[config.mk]
export PLATFORM = sky130hd
export DESIGN_NAME = srx_dev_flat
export DESIGN_NICKNAME = d
export VERILOG_FILES = /design/src/srx_pkg.sv /design/src/srx_link_if.sv /design/src/srx_dev.sv /design/src/flat_wrapper.sv
export SDC_FILE = /design/constraint.sdc
export NUM_CORES = 1
export LEC_CHECK = 0
export ABC_AREA = 1
export BUFFER_PORTS_ARGS = -buffer_cell sky130_fd_sc_hd__buf_2
export CORE_ASPECT_RATIO = 0.8
export CORE_MARGIN = 2
export CORE_UTILIZATION = 35
export DETAILED_ROUTE_END_ITERATION = 10
export SLEW_MARGIN = 20
export SYNTH_ARGS = -nofsm -noshare
export SYNTH_HDL_FRONTEND = slang
export SYNTH_SLANG_ARGS = --single-unit
[constraint.sdc]
create_clock -name mclk_i -period 6.2 [get_ports mclk_i]
set_clock_uncertainty 0.1 [all_clocks]
set_input_delay 1.24 -clock mclk_i [delete_from_list [all_inputs] [get_ports mclk_i]]
set_output_delay 1.24 -clock mclk_i [all_outputs]
set_load 0.02 [all_outputs]
[src/srx_pkg.sv]
// Shared constants for the serial register expansion block and its protocol-chip end
package srx_pkg;

    // ****************
    // Clock and timing
    // ****************
    localparam int unsigned MCLK_PERIOD_NS = 10;
    // Half period of the shift clock made by the chip end
    localparam int unsigned SCLK_HALF_NS = 80;
    localparam int unsigned SCLK_HALF_CYC = (SCLK_HALF_NS + MCLK_PERIOD_NS - 1) / MCLK_PERIOD_NS;
    // Width of the transfer and clear strobes made by the chip end
    localparam int unsigned STROBE_NS = 80;
    localparam int unsigned STROBE_CYC = (STROBE_NS + MCLK_PERIOD_NS - 1) / MCLK_PERIOD_NS;
    localparam int unsigned TIMER_W = 8;

    // ****************
    // Shift chain geometry
    // ****************
    localparam int unsigned WORD_BITS = 16;
    localparam int unsigned MAX_WORDS = 6;
    localparam int unsigned CHAIN_BITS = WORD_BITS * MAX_WORDS;
    localparam int unsigned NBYTES = 2 * MAX_WORDS;
    localparam logic [2:0] LEN_INVALID = 3'h7;
    localparam logic [2:0] LEN_ZERO = 3'h0;

    // ****************
    // Processor port map
    // ****************
    localparam logic [3:0] ADDR_CFG = 4'hC;
    localparam logic [3:0] ADDR_LAST_DATA = 4'hB;
    localparam logic [7:0] BYTE_ZERO = 8'h00;

    // ****************
    // Synchronised pin positions inside the device
    // ****************
    localparam int unsigned NPIN = 10;
    localparam int unsigned P_K0 = 0;
    localparam int unsigned P_K2 = 2;
    localparam int unsigned P_WR = 3;
    localparam int unsigned P_RD = 4;
    localparam int unsigned P_CLR = 5;
    localparam int unsigned P_ISTB = 6;
    localparam int unsigned P_OSTB = 7;
    localparam int unsigned P_DATA = 8;
    localparam int unsigned P_CLK = 9;
    // Idle levels: clock, in/clear strobes and write/read high; out strobe and data low
    localparam logic [NPIN-1:0] PIN_IDLE = 10'h278;

    // ****************
    // Chip end Avalon-MM register map (byte addresses)
    // ****************
    localparam int unsigned AV_AW = 5;
    localparam logic [AV_AW-1:0] REG_CTRL = 5'h00;
    localparam logic [AV_AW-1:0] REG_COUNT = 5'h04;
    localparam logic [AV_AW-1:0] REG_DATA0 = 5'h08;
    localparam logic [AV_AW-1:0] REG_DATA1 = 5'h0C;
    localparam logic [AV_AW-1:0] REG_DATA2 = 5'h10;
    localparam int unsigned CTRL_GO = 0;
    localparam int unsigned CTRL_OSTB = 1;
    localparam int unsigned CTRL_ISTB = 2;
    localparam int unsigned CTRL_CLR = 3;
    localparam int unsigned COUNT_W = 7;
    localparam logic [COUNT_W-1:0] COUNT_MAX = 7'h60;

    typedef enum logic [3:0] {
        ST_IDLE = 4'h1,
        ST_LOW = 4'h2,
        ST_HIGH = 4'h4,
        ST_STRB = 4'h8
    } srx_state_t;

endpackage

[src/srx_link_if.sv]
// Serial ring wiring between the protocol-chip end and one expansion device
`timescale 1ns/1ps
interface srx_link_if;
    logic shift_in;
    logic shift_out;
    logic shift_clk_in_n;
    logic shift_clk_out_n;
    logic out_transfer_strobe;
    logic in_transfer_strobe_n;
    logic data_reg_clear_n;

    modport dev (
        input shift_in,
        input shift_clk_in_n,
        input out_transfer_strobe,
        input in_transfer_strobe_n,
        input data_reg_clear_n,
        output shift_out,
        output shift_clk_out_n
    );

    modport chip (
        output shift_in,
        output shift_clk_in_n,
        output out_transfer_strobe,
        output in_transfer_strobe_n,
        output data_reg_clear_n,
        input shift_out
    );
endinterface

[src/srx_dev.sv]
// Expansion device: serial shift chain, IN/OUT byte memories and processor port
// Function
// - One system clock runs all logic
// - Init reset low gives defined state
// - Init reset held low at least 125 ns
// - Chain steps on shift clock input only
// - Serial input captured on shift clock rise
// - Serial output updates after each clock rise
// - Shift clock forwarded to downstream devices
// - Out strobe copies chain into OUT memory
// - In strobe loads IN memory into chain
// - Register reset clears bus data registers
// - Device sits inside protocol chip data ring
// - Up to six devices cascade clocked serially
// - Strobes and reset fan out in parallel
// - Chip clock output feeds first device
// - Three static pins select chain length
// - Byte data, 4-bit address, strobes, IRQ
// - Separate enables for config, read, write
// - Pins give 0..6 words, 7 undefined
// - Data clears on both resets, config init only
//
// The register addresses and the Avalon-MM slave port were left to the implementer.
`timescale 1ns/1ps
module srx_dev
    import srx_pkg::*;
(
    input wire logic mclk_i,
    input wire logic resetn_i,
    srx_link_if.dev link,
    input wire logic length_sel_bit0_i,
    input wire logic length_sel_bit1_i,
    input wire logic length_sel_bit2_i,
    input wire logic [3:0] proc_addr_bus_i,
    input wire logic [7:0] proc_data_bus_i,
    output logic [7:0] proc_data_bus_o,
    output logic proc_data_bus_oe_n_o,
    input wire logic proc_rd_n_i,
    input wire logic proc_wr_n_i,
    input wire logic cfg_sel_n_i,
    input wire logic data_read_sel_n_i,
    input wire logic data_write_sel_n_i,
    output logic irq_n_o
);

    // ****************
    // Pin synchronisers
    // ****************
    // All link and processor pins are asynchronous to mclk_i; a link, read/write or length
    // pin level counts once the second and third stage agree, filtering single-cycle glitches.
    logic [NPIN-1:0] pin_w;
    logic [NPIN-1:0] s1_q;
    logic [NPIN-1:0] s2_q;
    logic [NPIN-1:0] s3_q;
    logic [NPIN-1:0] lvl_q;
    logic [NPIN-1:0] prev_q;
    // Address, data and enables ride a two-stage pipe aligned with s2_q
    logic [15:0] bus_w;
    logic [15:0] bus1_q;
    logic [15:0] bus2_q;

    assign pin_w = {link.shift_clk_in_n, link.shift_in, link.out_transfer_strobe,
                    link.in_transfer_strobe_n, link.data_reg_clear_n, proc_rd_n_i,
                    proc_wr_n_i, length_sel_bit2_i, length_sel_bit1_i, length_sel_bit0_i};
    assign bus_w = {data_write_sel_n_i, data_read_sel_n_i, cfg_sel_n_i, proc_addr_bus_i,
                    proc_data_bus_i, 1'b0};

    always_ff @(posedge mclk_i or negedge resetn_i) begin
        if (!resetn_i) begin
            s1_q <= PIN_IDLE;
            s2_q <= PIN_IDLE;
            s3_q <= PIN_IDLE;
            lvl_q <= PIN_IDLE;
            prev_q <= PIN_IDLE;
            bus1_q <= '0;
            bus2_q <= '0;
        end else begin
            s1_q <= pin_w;
            s2_q <= s1_q;
            s3_q <= s2_q;
            lvl_q <= (s2_q & s3_q) | (lvl_q & (s2_q ^ s3_q));
            prev_q <= lvl_q;
            bus1_q <= bus_w;
            bus2_q <= bus1_q;
        end
    end

    // ****************
    // Length selection
    // ****************
    logic [2:0] cfg_q;
    logic cfg_set_q;
    logic [2:0] pin_len_w;
    logic [2:0] len_w;
    logic [3:0] nbytes_w;
    logic [6:0] tail_w;

    // Undefined pin pattern falls back to zero words (pass-through)
    assign pin_len_w = (lvl_q[P_K2:P_K0] == LEN_INVALID) ? LEN_ZERO :
                       lvl_q[P_K2:P_K0];
    // A configuration write overrides the pins until the next init reset
    assign len_w = cfg_set_q ? cfg_q : pin_len_w;
    assign nbytes_w = {len_w, 1'b0};
    assign tail_w = 7'({len_w, 4'h0} - 7'h01);

    // ****************
    // Link events
    // ****************
    logic sclk_rise_w;
    logic ostb_rise_w;
    logic load_w;
    logic clear_w;

    assign sclk_rise_w = lvl_q[P_CLK] & ~prev_q[P_CLK];
    assign ostb_rise_w = lvl_q[P_OSTB] & ~prev_q[P_OSTB];
    assign load_w = ~lvl_q[P_ISTB];
    assign clear_w = ~lvl_q[P_CLR];

    // ****************
    // Processor access capture
    // ****************
    logic [3:0] cap_addr_q;
    logic [7:0] cap_data_q;
    logic [2:0] cap_sel_n_q;
    logic wr_low_w;
    logic rd_low_w;
    logic wr_done_w;
    logic rd_done_w;
    logic data_wr_w;
    logic cfg_wr_w;
    logic cfg_touch_w;
    logic rd_sel_w;

    assign wr_low_w = ~s2_q[P_WR] & ~s3_q[P_WR];
    assign rd_low_w = ~s2_q[P_RD] & ~s3_q[P_RD];
    assign wr_done_w = lvl_q[P_WR] & ~prev_q[P_WR];
    assign rd_done_w = lvl_q[P_RD] & ~prev_q[P_RD];
    assign data_wr_w = wr_done_w & ~cap_sel_n_q[2] & (cap_addr_q <= ADDR_LAST_DATA);
    assign cfg_wr_w = wr_done_w & ~cap_sel_n_q[0] & (cap_addr_q == ADDR_CFG);
    assign cfg_touch_w = (wr_done_w | rd_done_w) & ~cap_sel_n_q[0] & (cap_addr_q == ADDR_CFG);
    assign rd_sel_w = (~bus2_q[14] & (bus2_q[12:9] <= ADDR_LAST_DATA)) |
                      (~bus2_q[13] & (bus2_q[12:9] == ADDR_CFG));

    always_ff @(posedge mclk_i or negedge resetn_i) begin
        if (!resetn_i) begin
            cap_addr_q <= '0;
            cap_data_q <= '0;
            cap_sel_n_q <= '1;
        end else if (wr_low_w || rd_low_w) begin
            cap_addr_q <= bus2_q[12:9];
            cap_data_q <= bus2_q[8:1];
            cap_sel_n_q <= bus2_q[15:13];
        end
    end

    // Config register clears only on the init reset
    always_ff @(posedge mclk_i or negedge resetn_i) begin
        if (!resetn_i) begin
            cfg_q <= LEN_ZERO;
            cfg_set_q <= 1'b0;
        end else if (cfg_wr_w) begin
            cfg_q <= (cap_data_q[2:0] == LEN_INVALID) ? LEN_ZERO : cap_data_q[2:0];
            cfg_set_q <= 1'b1;
        end
    end

    // ****************
    // Shift chain and byte memories
    // ****************
    logic [CHAIN_BITS-1:0] chain_q;
    logic [CHAIN_BITS-1:0] chain_d;
    logic [7:0] in_mem_q [NBYTES];
    logic [7:0] out_mem_q [NBYTES];
    logic shift_out_q;
    logic clk_out_q;
    logic irq_q;

    // Byte address 0 is the high byte of this device's active section
    always_comb begin
        chain_d = chain_q;
        if (clear_w) begin
            chain_d = '0;
        end else if (load_w) begin
            for (int k = 0; k < NBYTES; k++) begin
                if (4'(k) < nbytes_w) begin
                    chain_d[8*k +: 8] = in_mem_q[4'(nbytes_w - 4'(k) - 4'h1)];
                end
            end
        end else if (sclk_rise_w) begin
            chain_d = {chain_q[CHAIN_BITS-2:0], lvl_q[P_DATA]};
        end
    end

    always_ff @(posedge mclk_i or negedge resetn_i) begin
        if (!resetn_i) begin
            chain_q <= '0;
            shift_out_q <= 1'b0;
            clk_out_q <= 1'b1;
        end else begin
            chain_q <= chain_d;
            clk_out_q <= lvl_q[P_CLK];
            // Tail moves only on link events; a new length needs a load
            if (clear_w) begin
                shift_out_q <= 1'b0;
            end else if (len_w == LEN_ZERO) begin
                if (sclk_rise_w) begin
                    shift_out_q <= lvl_q[P_DATA];
                end
            end else if (load_w || sclk_rise_w) begin
                shift_out_q <= chain_d[tail_w];
            end
        end
    end

    generate
        for (genvar a = 0; a < NBYTES; a++) begin : g_byte
            always_ff @(posedge mclk_i or negedge resetn_i) begin
                if (!resetn_i) begin
                    in_mem_q[a] <= BYTE_ZERO;
                    out_mem_q[a] <= BYTE_ZERO;
                end else if (clear_w) begin
                    in_mem_q[a] <= BYTE_ZERO;
                    out_mem_q[a] <= BYTE_ZERO;
                end else begin
                    if (data_wr_w && cap_addr_q == 4'(a)) begin
                        in_mem_q[a] <= cap_data_q;
                    end
                    if (ostb_rise_w && 4'(a) < nbytes_w) begin
                        out_mem_q[a] <= chain_q[8*(nbytes_w - 4'(a) - 4'h1) +: 8];
                    end
                end
            end
        end
    endgenerate

    // New OUT data raises the request; any access to the config slot drops it.
    // An event in the same cycle as the drop keeps the request up.
    always_ff @(posedge mclk_i or negedge resetn_i) begin
        if (!resetn_i) begin
            irq_q <= 1'b0;
        end else if (ostb_rise_w) begin
            irq_q <= 1'b1;
        end else if (cfg_touch_w) begin
            irq_q <= 1'b0;
        end
    end

    // ****************
    // Processor read path
    // ****************
    logic [7:0] rdata_q;
    logic oe_n_q;

    // Drive only after the read is seen steady; release follows the synchroniser
    always_ff @(posedge mclk_i or negedge resetn_i) begin
        if (!resetn_i) begin
            rdata_q <= BYTE_ZERO;
            oe_n_q <= 1'b1;
        end else begin
            oe_n_q <= ~(rd_low_w & rd_sel_w);
            if (rd_low_w) begin
                rdata_q <= (bus2_q[12:9] <= ADDR_LAST_DATA) ? out_mem_q[bus2_q[12:9]] :
                           {5'h00, len_w};
            end
        end
    end

    assign proc_data_bus_o = rdata_q;
    assign proc_data_bus_oe_n_o = oe_n_q;
    assign irq_n_o = ~irq_q;
    assign link.shift_out = shift_out_q;
    assign link.shift_clk_out_n = clk_out_q;

endmodule

[src/flat_wrapper.sv]
// flat-port wrapper written by rule: the top's interface ports become plain ports
module srx_dev_flat import srx_pkg::*;
  (mclk_i, resetn_i, length_sel_bit0_i, length_sel_bit1_i, length_sel_bit2_i, proc_addr_bus_i, proc_data_bus_i, proc_data_bus_o, proc_data_bus_oe_n_o, proc_rd_n_i, proc_wr_n_i, cfg_sel_n_i, data_read_sel_n_i, data_write_sel_n_i, irq_n_o, link_shift_in, link_shift_clk_in_n, link_out_transfer_strobe, link_in_transfer_strobe_n, link_data_reg_clear_n, link_shift_out, link_shift_clk_out_n);
  srx_link_if link_i ();
  input wire logic mclk_i;
  input wire logic resetn_i;
  input wire logic length_sel_bit0_i;
  input wire logic length_sel_bit1_i;
  input wire logic length_sel_bit2_i;
  input wire logic [3:0] proc_addr_bus_i;
  input wire logic [7:0] proc_data_bus_i;
  output logic [7:0] proc_data_bus_o;
  output logic proc_data_bus_oe_n_o;
  input wire logic proc_rd_n_i;
  input wire logic proc_wr_n_i;
  input wire logic cfg_sel_n_i;
  input wire logic data_read_sel_n_i;
  input wire logic data_write_sel_n_i;
  output logic irq_n_o;
  input wire logic [$bits(link_i.shift_in)-1:0] link_shift_in;
  input wire logic [$bits(link_i.shift_clk_in_n)-1:0] link_shift_clk_in_n;
  input wire logic [$bits(link_i.out_transfer_strobe)-1:0] link_out_transfer_strobe;
  input wire logic [$bits(link_i.in_transfer_strobe_n)-1:0] link_in_transfer_strobe_n;
  input wire logic [$bits(link_i.data_reg_clear_n)-1:0] link_data_reg_clear_n;
  output wire logic [$bits(link_i.shift_out)-1:0] link_shift_out;
  output wire logic [$bits(link_i.shift_clk_out_n)-1:0] link_shift_clk_out_n;
  assign link_i.shift_in = link_shift_in;
  assign link_i.shift_clk_in_n = link_shift_clk_in_n;
  assign link_i.out_transfer_strobe = link_out_transfer_strobe;
  assign link_i.in_transfer_strobe_n = link_in_transfer_strobe_n;
  assign link_i.data_reg_clear_n = link_data_reg_clear_n;
  assign link_shift_out = link_i.shift_out;
  assign link_shift_clk_out_n = link_i.shift_clk_out_n;
  srx_dev u_core (.mclk_i(mclk_i), .resetn_i(resetn_i), .link(link_i), .length_sel_bit0_i(length_sel_bit0_i), .length_sel_bit1_i(length_sel_bit1_i), .length_sel_bit2_i(length_sel_bit2_i), .proc_addr_bus_i(proc_addr_bus_i), .proc_data_bus_i(proc_data_bus_i), .proc_data_bus_o(proc_data_bus_o), .proc_data_bus_oe_n_o(proc_data_bus_oe_n_o), .proc_rd_n_i(proc_rd_n_i), .proc_wr_n_i(proc_wr_n_i), .cfg_sel_n_i(cfg_sel_n_i), .data_read_sel_n_i(data_read_sel_n_i), .data_write_sel_n_i(data_write_sel_n_i), .irq_n_o(irq_n_o));
endmodule
==> results by group <==
Final layout
  – FILL cells: 6,494
  – Layout cell share with drive strength beyond 1: ~7.4%
  – Final instance area: 24,330 sq um
  – N_diodes: 0
  – Final nets: 2,934
  – P&R area growth vs syn: 9.792%

Timing
  – Tmin final: ~4100 ps
  – Final cycle utilization of the critical path: 66.16%
  – Unrepaired setup endpoints after global routing: false
  – Setup total negative slack: 0 ps
  – Setup ws final: 2098 ps
  – Final Max Tran Viols: 0
  – Worst Tran Pin Value: between 1000 and 1500 ps
  – Count of final hold-check violations: 0
  – Max-slew headroom: 27.56%
  – Fmax: 0.2438 GHz
  – Final setup vio count: 0

Synth
  – Post-synth top area share: 41.22%
  – FF+latch count, synth: roughly 390
  – Post-synthesis sequential area ratio: 44.31%
  – Synth Flop Type: dfrtp_1
  – Syn avg cell area: 7.506 sq um
  – Post-synth EDFFs: 0
  – Syn Std Cell Area: 22,160 sq um
  – Syn Nets: 3,009
  – Cell taking the most area after synthesis: dfrtp_1
  – Cells after synthesis: 2,952
  – Syn. warnings: 0
  – Area contributors post-synth: dfrtp_1 (41%), o21ai_0 (14%), nand2_1 (11%)
  – Yosys cell types: 50
  – Async SR Flop Fraction: 100.0%

Global routing
  – Vias in the first global route: ~19k
  – Gr usage total: 23.41%
  – Wire length of the first global-routing pass: ~120,000 um
  – Initial antenna violation count: 3
  – Largest net degree at the start of global routing: between 200 and 250
  – Congestion Overflow GR: 0

Floorplanning
  – Core area: 62,590 sq um
  – Die W: 285.3 um
  – Initial Utilization: about 35%
  – Die extent in y: 229.0 um
  – Die area: 65,350 sq um
  – Rows: 82
  – Num ports: 39

Clock tree
  – TritonCTS clock tree: built
  – Num Clock Sinks: 391
  – CTS max path bufs: 3
  – Post-CTS setup buffer count: 0
  – Worst-skew pair later-pin latency: around 600 ps
  – H-Tree Depth: 2
  – CTS root buf: clkbuf_16
  – Hold-fix buffers, CTS: 0
  – Clock buffer count from CTS: 42
  – Post-CTS Resized: 0
  – Clock-pin slew on the worst setup and hold paths: 60 ps

Power
  – Power Density: 391.3 nW/um^2
  – Pleak: around 0.011 uW
  – Maximum VDD drop: 246.4 uV

Drt
  – DR vias/cell: 5.529
  – WL/cell: just over 20 um
  – ANT nets after route: 0
  – DR vias: 20.74k
  – Drt pass-1 iters: 7
  – Iter 0 DRT Violations: 2,792
  – # DRC: 0
  – Drt total wl: 76,720 um

Critical path
  – CP max FO: 37
  – WP data arrival: 4460 ps
  – Setup crit start kind: flop
  – Crit Path Class: reg2reg
  – Critical path required time: 6560 ps
  – Crit end category: flop

Place
  – I/O Buffers: 38
  – Post-DP HPWL: 54,690 um
  – Place WS: roughly 2200 ps
  – Routability-driven placement congestion ratio: around 0.9
  – Dpl cell area: approximately 23,000 sq um

Run
  – Max-cap violation count: 0

Run status
  – Status: completed

Min path
  – Class of the tightest hold or removal check: reg2reg
[flip-flops by register name (all words and copies together) (netlist names), 2 cells and up]
name,count
u_core.chain_q,96
u_core.s2_q,10
u_core.bus2_q,15
u_core.cap_sel_n_q,2
u_core.s1_q,10
u_core.in_mem_q,96
u_core.cap_data_q,8
u_core.cap_addr_q,4
u_core.prev_q,3
u_core.s3_q,10
u_core.proc_data_bus_o,8
u_core.cfg_q,3
u_core.lvl_q,10
u_core.bus1_q,15
u_core.out_mem_q,96
[per-stage QoR]
step | instances | total power, uW | utilization (%) | hold slack (ps)
CTS | 3750 | 9464 | 38.83 | 247.7
floorplan | 2952 | 5638 | - | 231.2
global placement | 3673 | 6756 | 36.55 | 231.7
finish | 3750 | 9520 | 38.87 | 246.6
detailed placement | 3673 | 6780 | 36.56 | 235.6
global route | 3750 | 10090 | 38.87 | 254.7
[synth_stat cells, types with 3 or more instances]
cell type / count
nand2_1: 637
o21ai_0: 606
dfrtp_1: 365
inv_1: 289
nand3_1: 185
a21oi_1: 141
o21ai_1: 125
clkbuf_1: 116
nor2_1: 104
o211ai_1: 69
o22ai_1: 43
buf_2: 36
mux2i_1: 36
ha_1: 29
dfstp_2: 26
buf_1: 21
or2_1: 12
a21o_1: 10
buf_6: 10
a32o_1: 8
buf_4: 8
clkinv_1: 8
inv_2: 7
mux2_2: 6
a211oi_1: 5
o21ai_2: 5
a21oi_2: 4
a31oi_1: 4
nor3_1: 4
or2_2: 4
nor2_4: 3
[layout make-up]
cell class,count,area [sq um],area share [%]
Clock inverter,14,202.7,0.8332
Timing Repair Buffer,72,493.0,2.026
Tap cell,840,1051,4.320
Clock buffer,63,1221,5.020
Multi-Input combinational cell,2066,10400,42.74
Sequential cell,391,9822,40.37
Inverter,304,1141,4.691
[final timing paths]
check	to	startpoint	slack (ps)	cells past startpoint
worst max-delay path	u_core.out_mem_q[76]	u_core.lvl_q[0]	2100	11
worst min-delay path	u_core.bus2_q[1]	u_core.bus1_q[1]	250	0
worst max register to register	u_core.out_mem_q[76]	u_core.lvl_q[0]	2100	11
worst min register to register	u_core.bus2_q[1]	u_core.bus1_q[1]	250	0
max in group asynchronous	u_core.in_mem_q[18]	resetn_i	4220	2
min in group asynchronous	u_core.out_mem_q[12]	resetn_i	550	1
[cells in the final DEF (no fill, tap or decap), types with 27 or more instances in the layout]
| cell | netlist | routed |
|---|---|---|
| clkbuf_16 | 0 | 43 |
| buf_2 | 36 | 37 |
| nor2_1 | 104 | 99 |
| o211ai_1 | 69 | 69 |
| mux2i_1 | 36 | 36 |
| ha_1 | 29 | 27 |
| nand3_1 | 185 | 185 |
| buf_4 | 8 | 31 |
| a21oi_1 | 141 | 139 |
| inv_1 | 289 | 288 |
| o21ai_0 | 606 | 606 |
| nand2_1 | 637 | 635 |
| o21ai_1 | 125 | 121 |
| o22ai_1 | 43 | 43 |
| dfrtp_1 | 365 | 364 |
[worst max-delay path, stage by stage, from the launching register on]
cell	delay [ps]
dfrtp_1	390
nand3_1	130
nand2_1	120
nand2_4	300
inv_2	670
ha_1	670
or2_0	790
nor2_4	180
nand2_1	320
a21oi_1	60
o21ai_0	90
o21ai_0	110
[kinds of logic after synthesis]
group,count (synthesis),share of synthesized area [%]
compound gates,1031,25.07
simple gates,962,17.87
buf+inv,495,9.063
flops,391,44.31
mux,42,1.931
fa+ha+maj,30,1.728
xor+xnor,1,0.03954
[per-layer routing]
metal / vias up / share of wire, % / track usage, %
li1: 9775 / - / -
met1: 9834 / 45 / 34.33
met2: 998 / 41 / 33.29
met3: 128 / 11 / 6.285
met4: 0 / 2.9 / 7.379
met5: - / 0 / 0
[where the power goes]
group / internal, uW / switching (uW)
combinational: 966 / 2800
sequential: 2880 / 202
clock: 1540 / 1130
total: 5380 / 4140
Power figures use the tool's default switching activity.
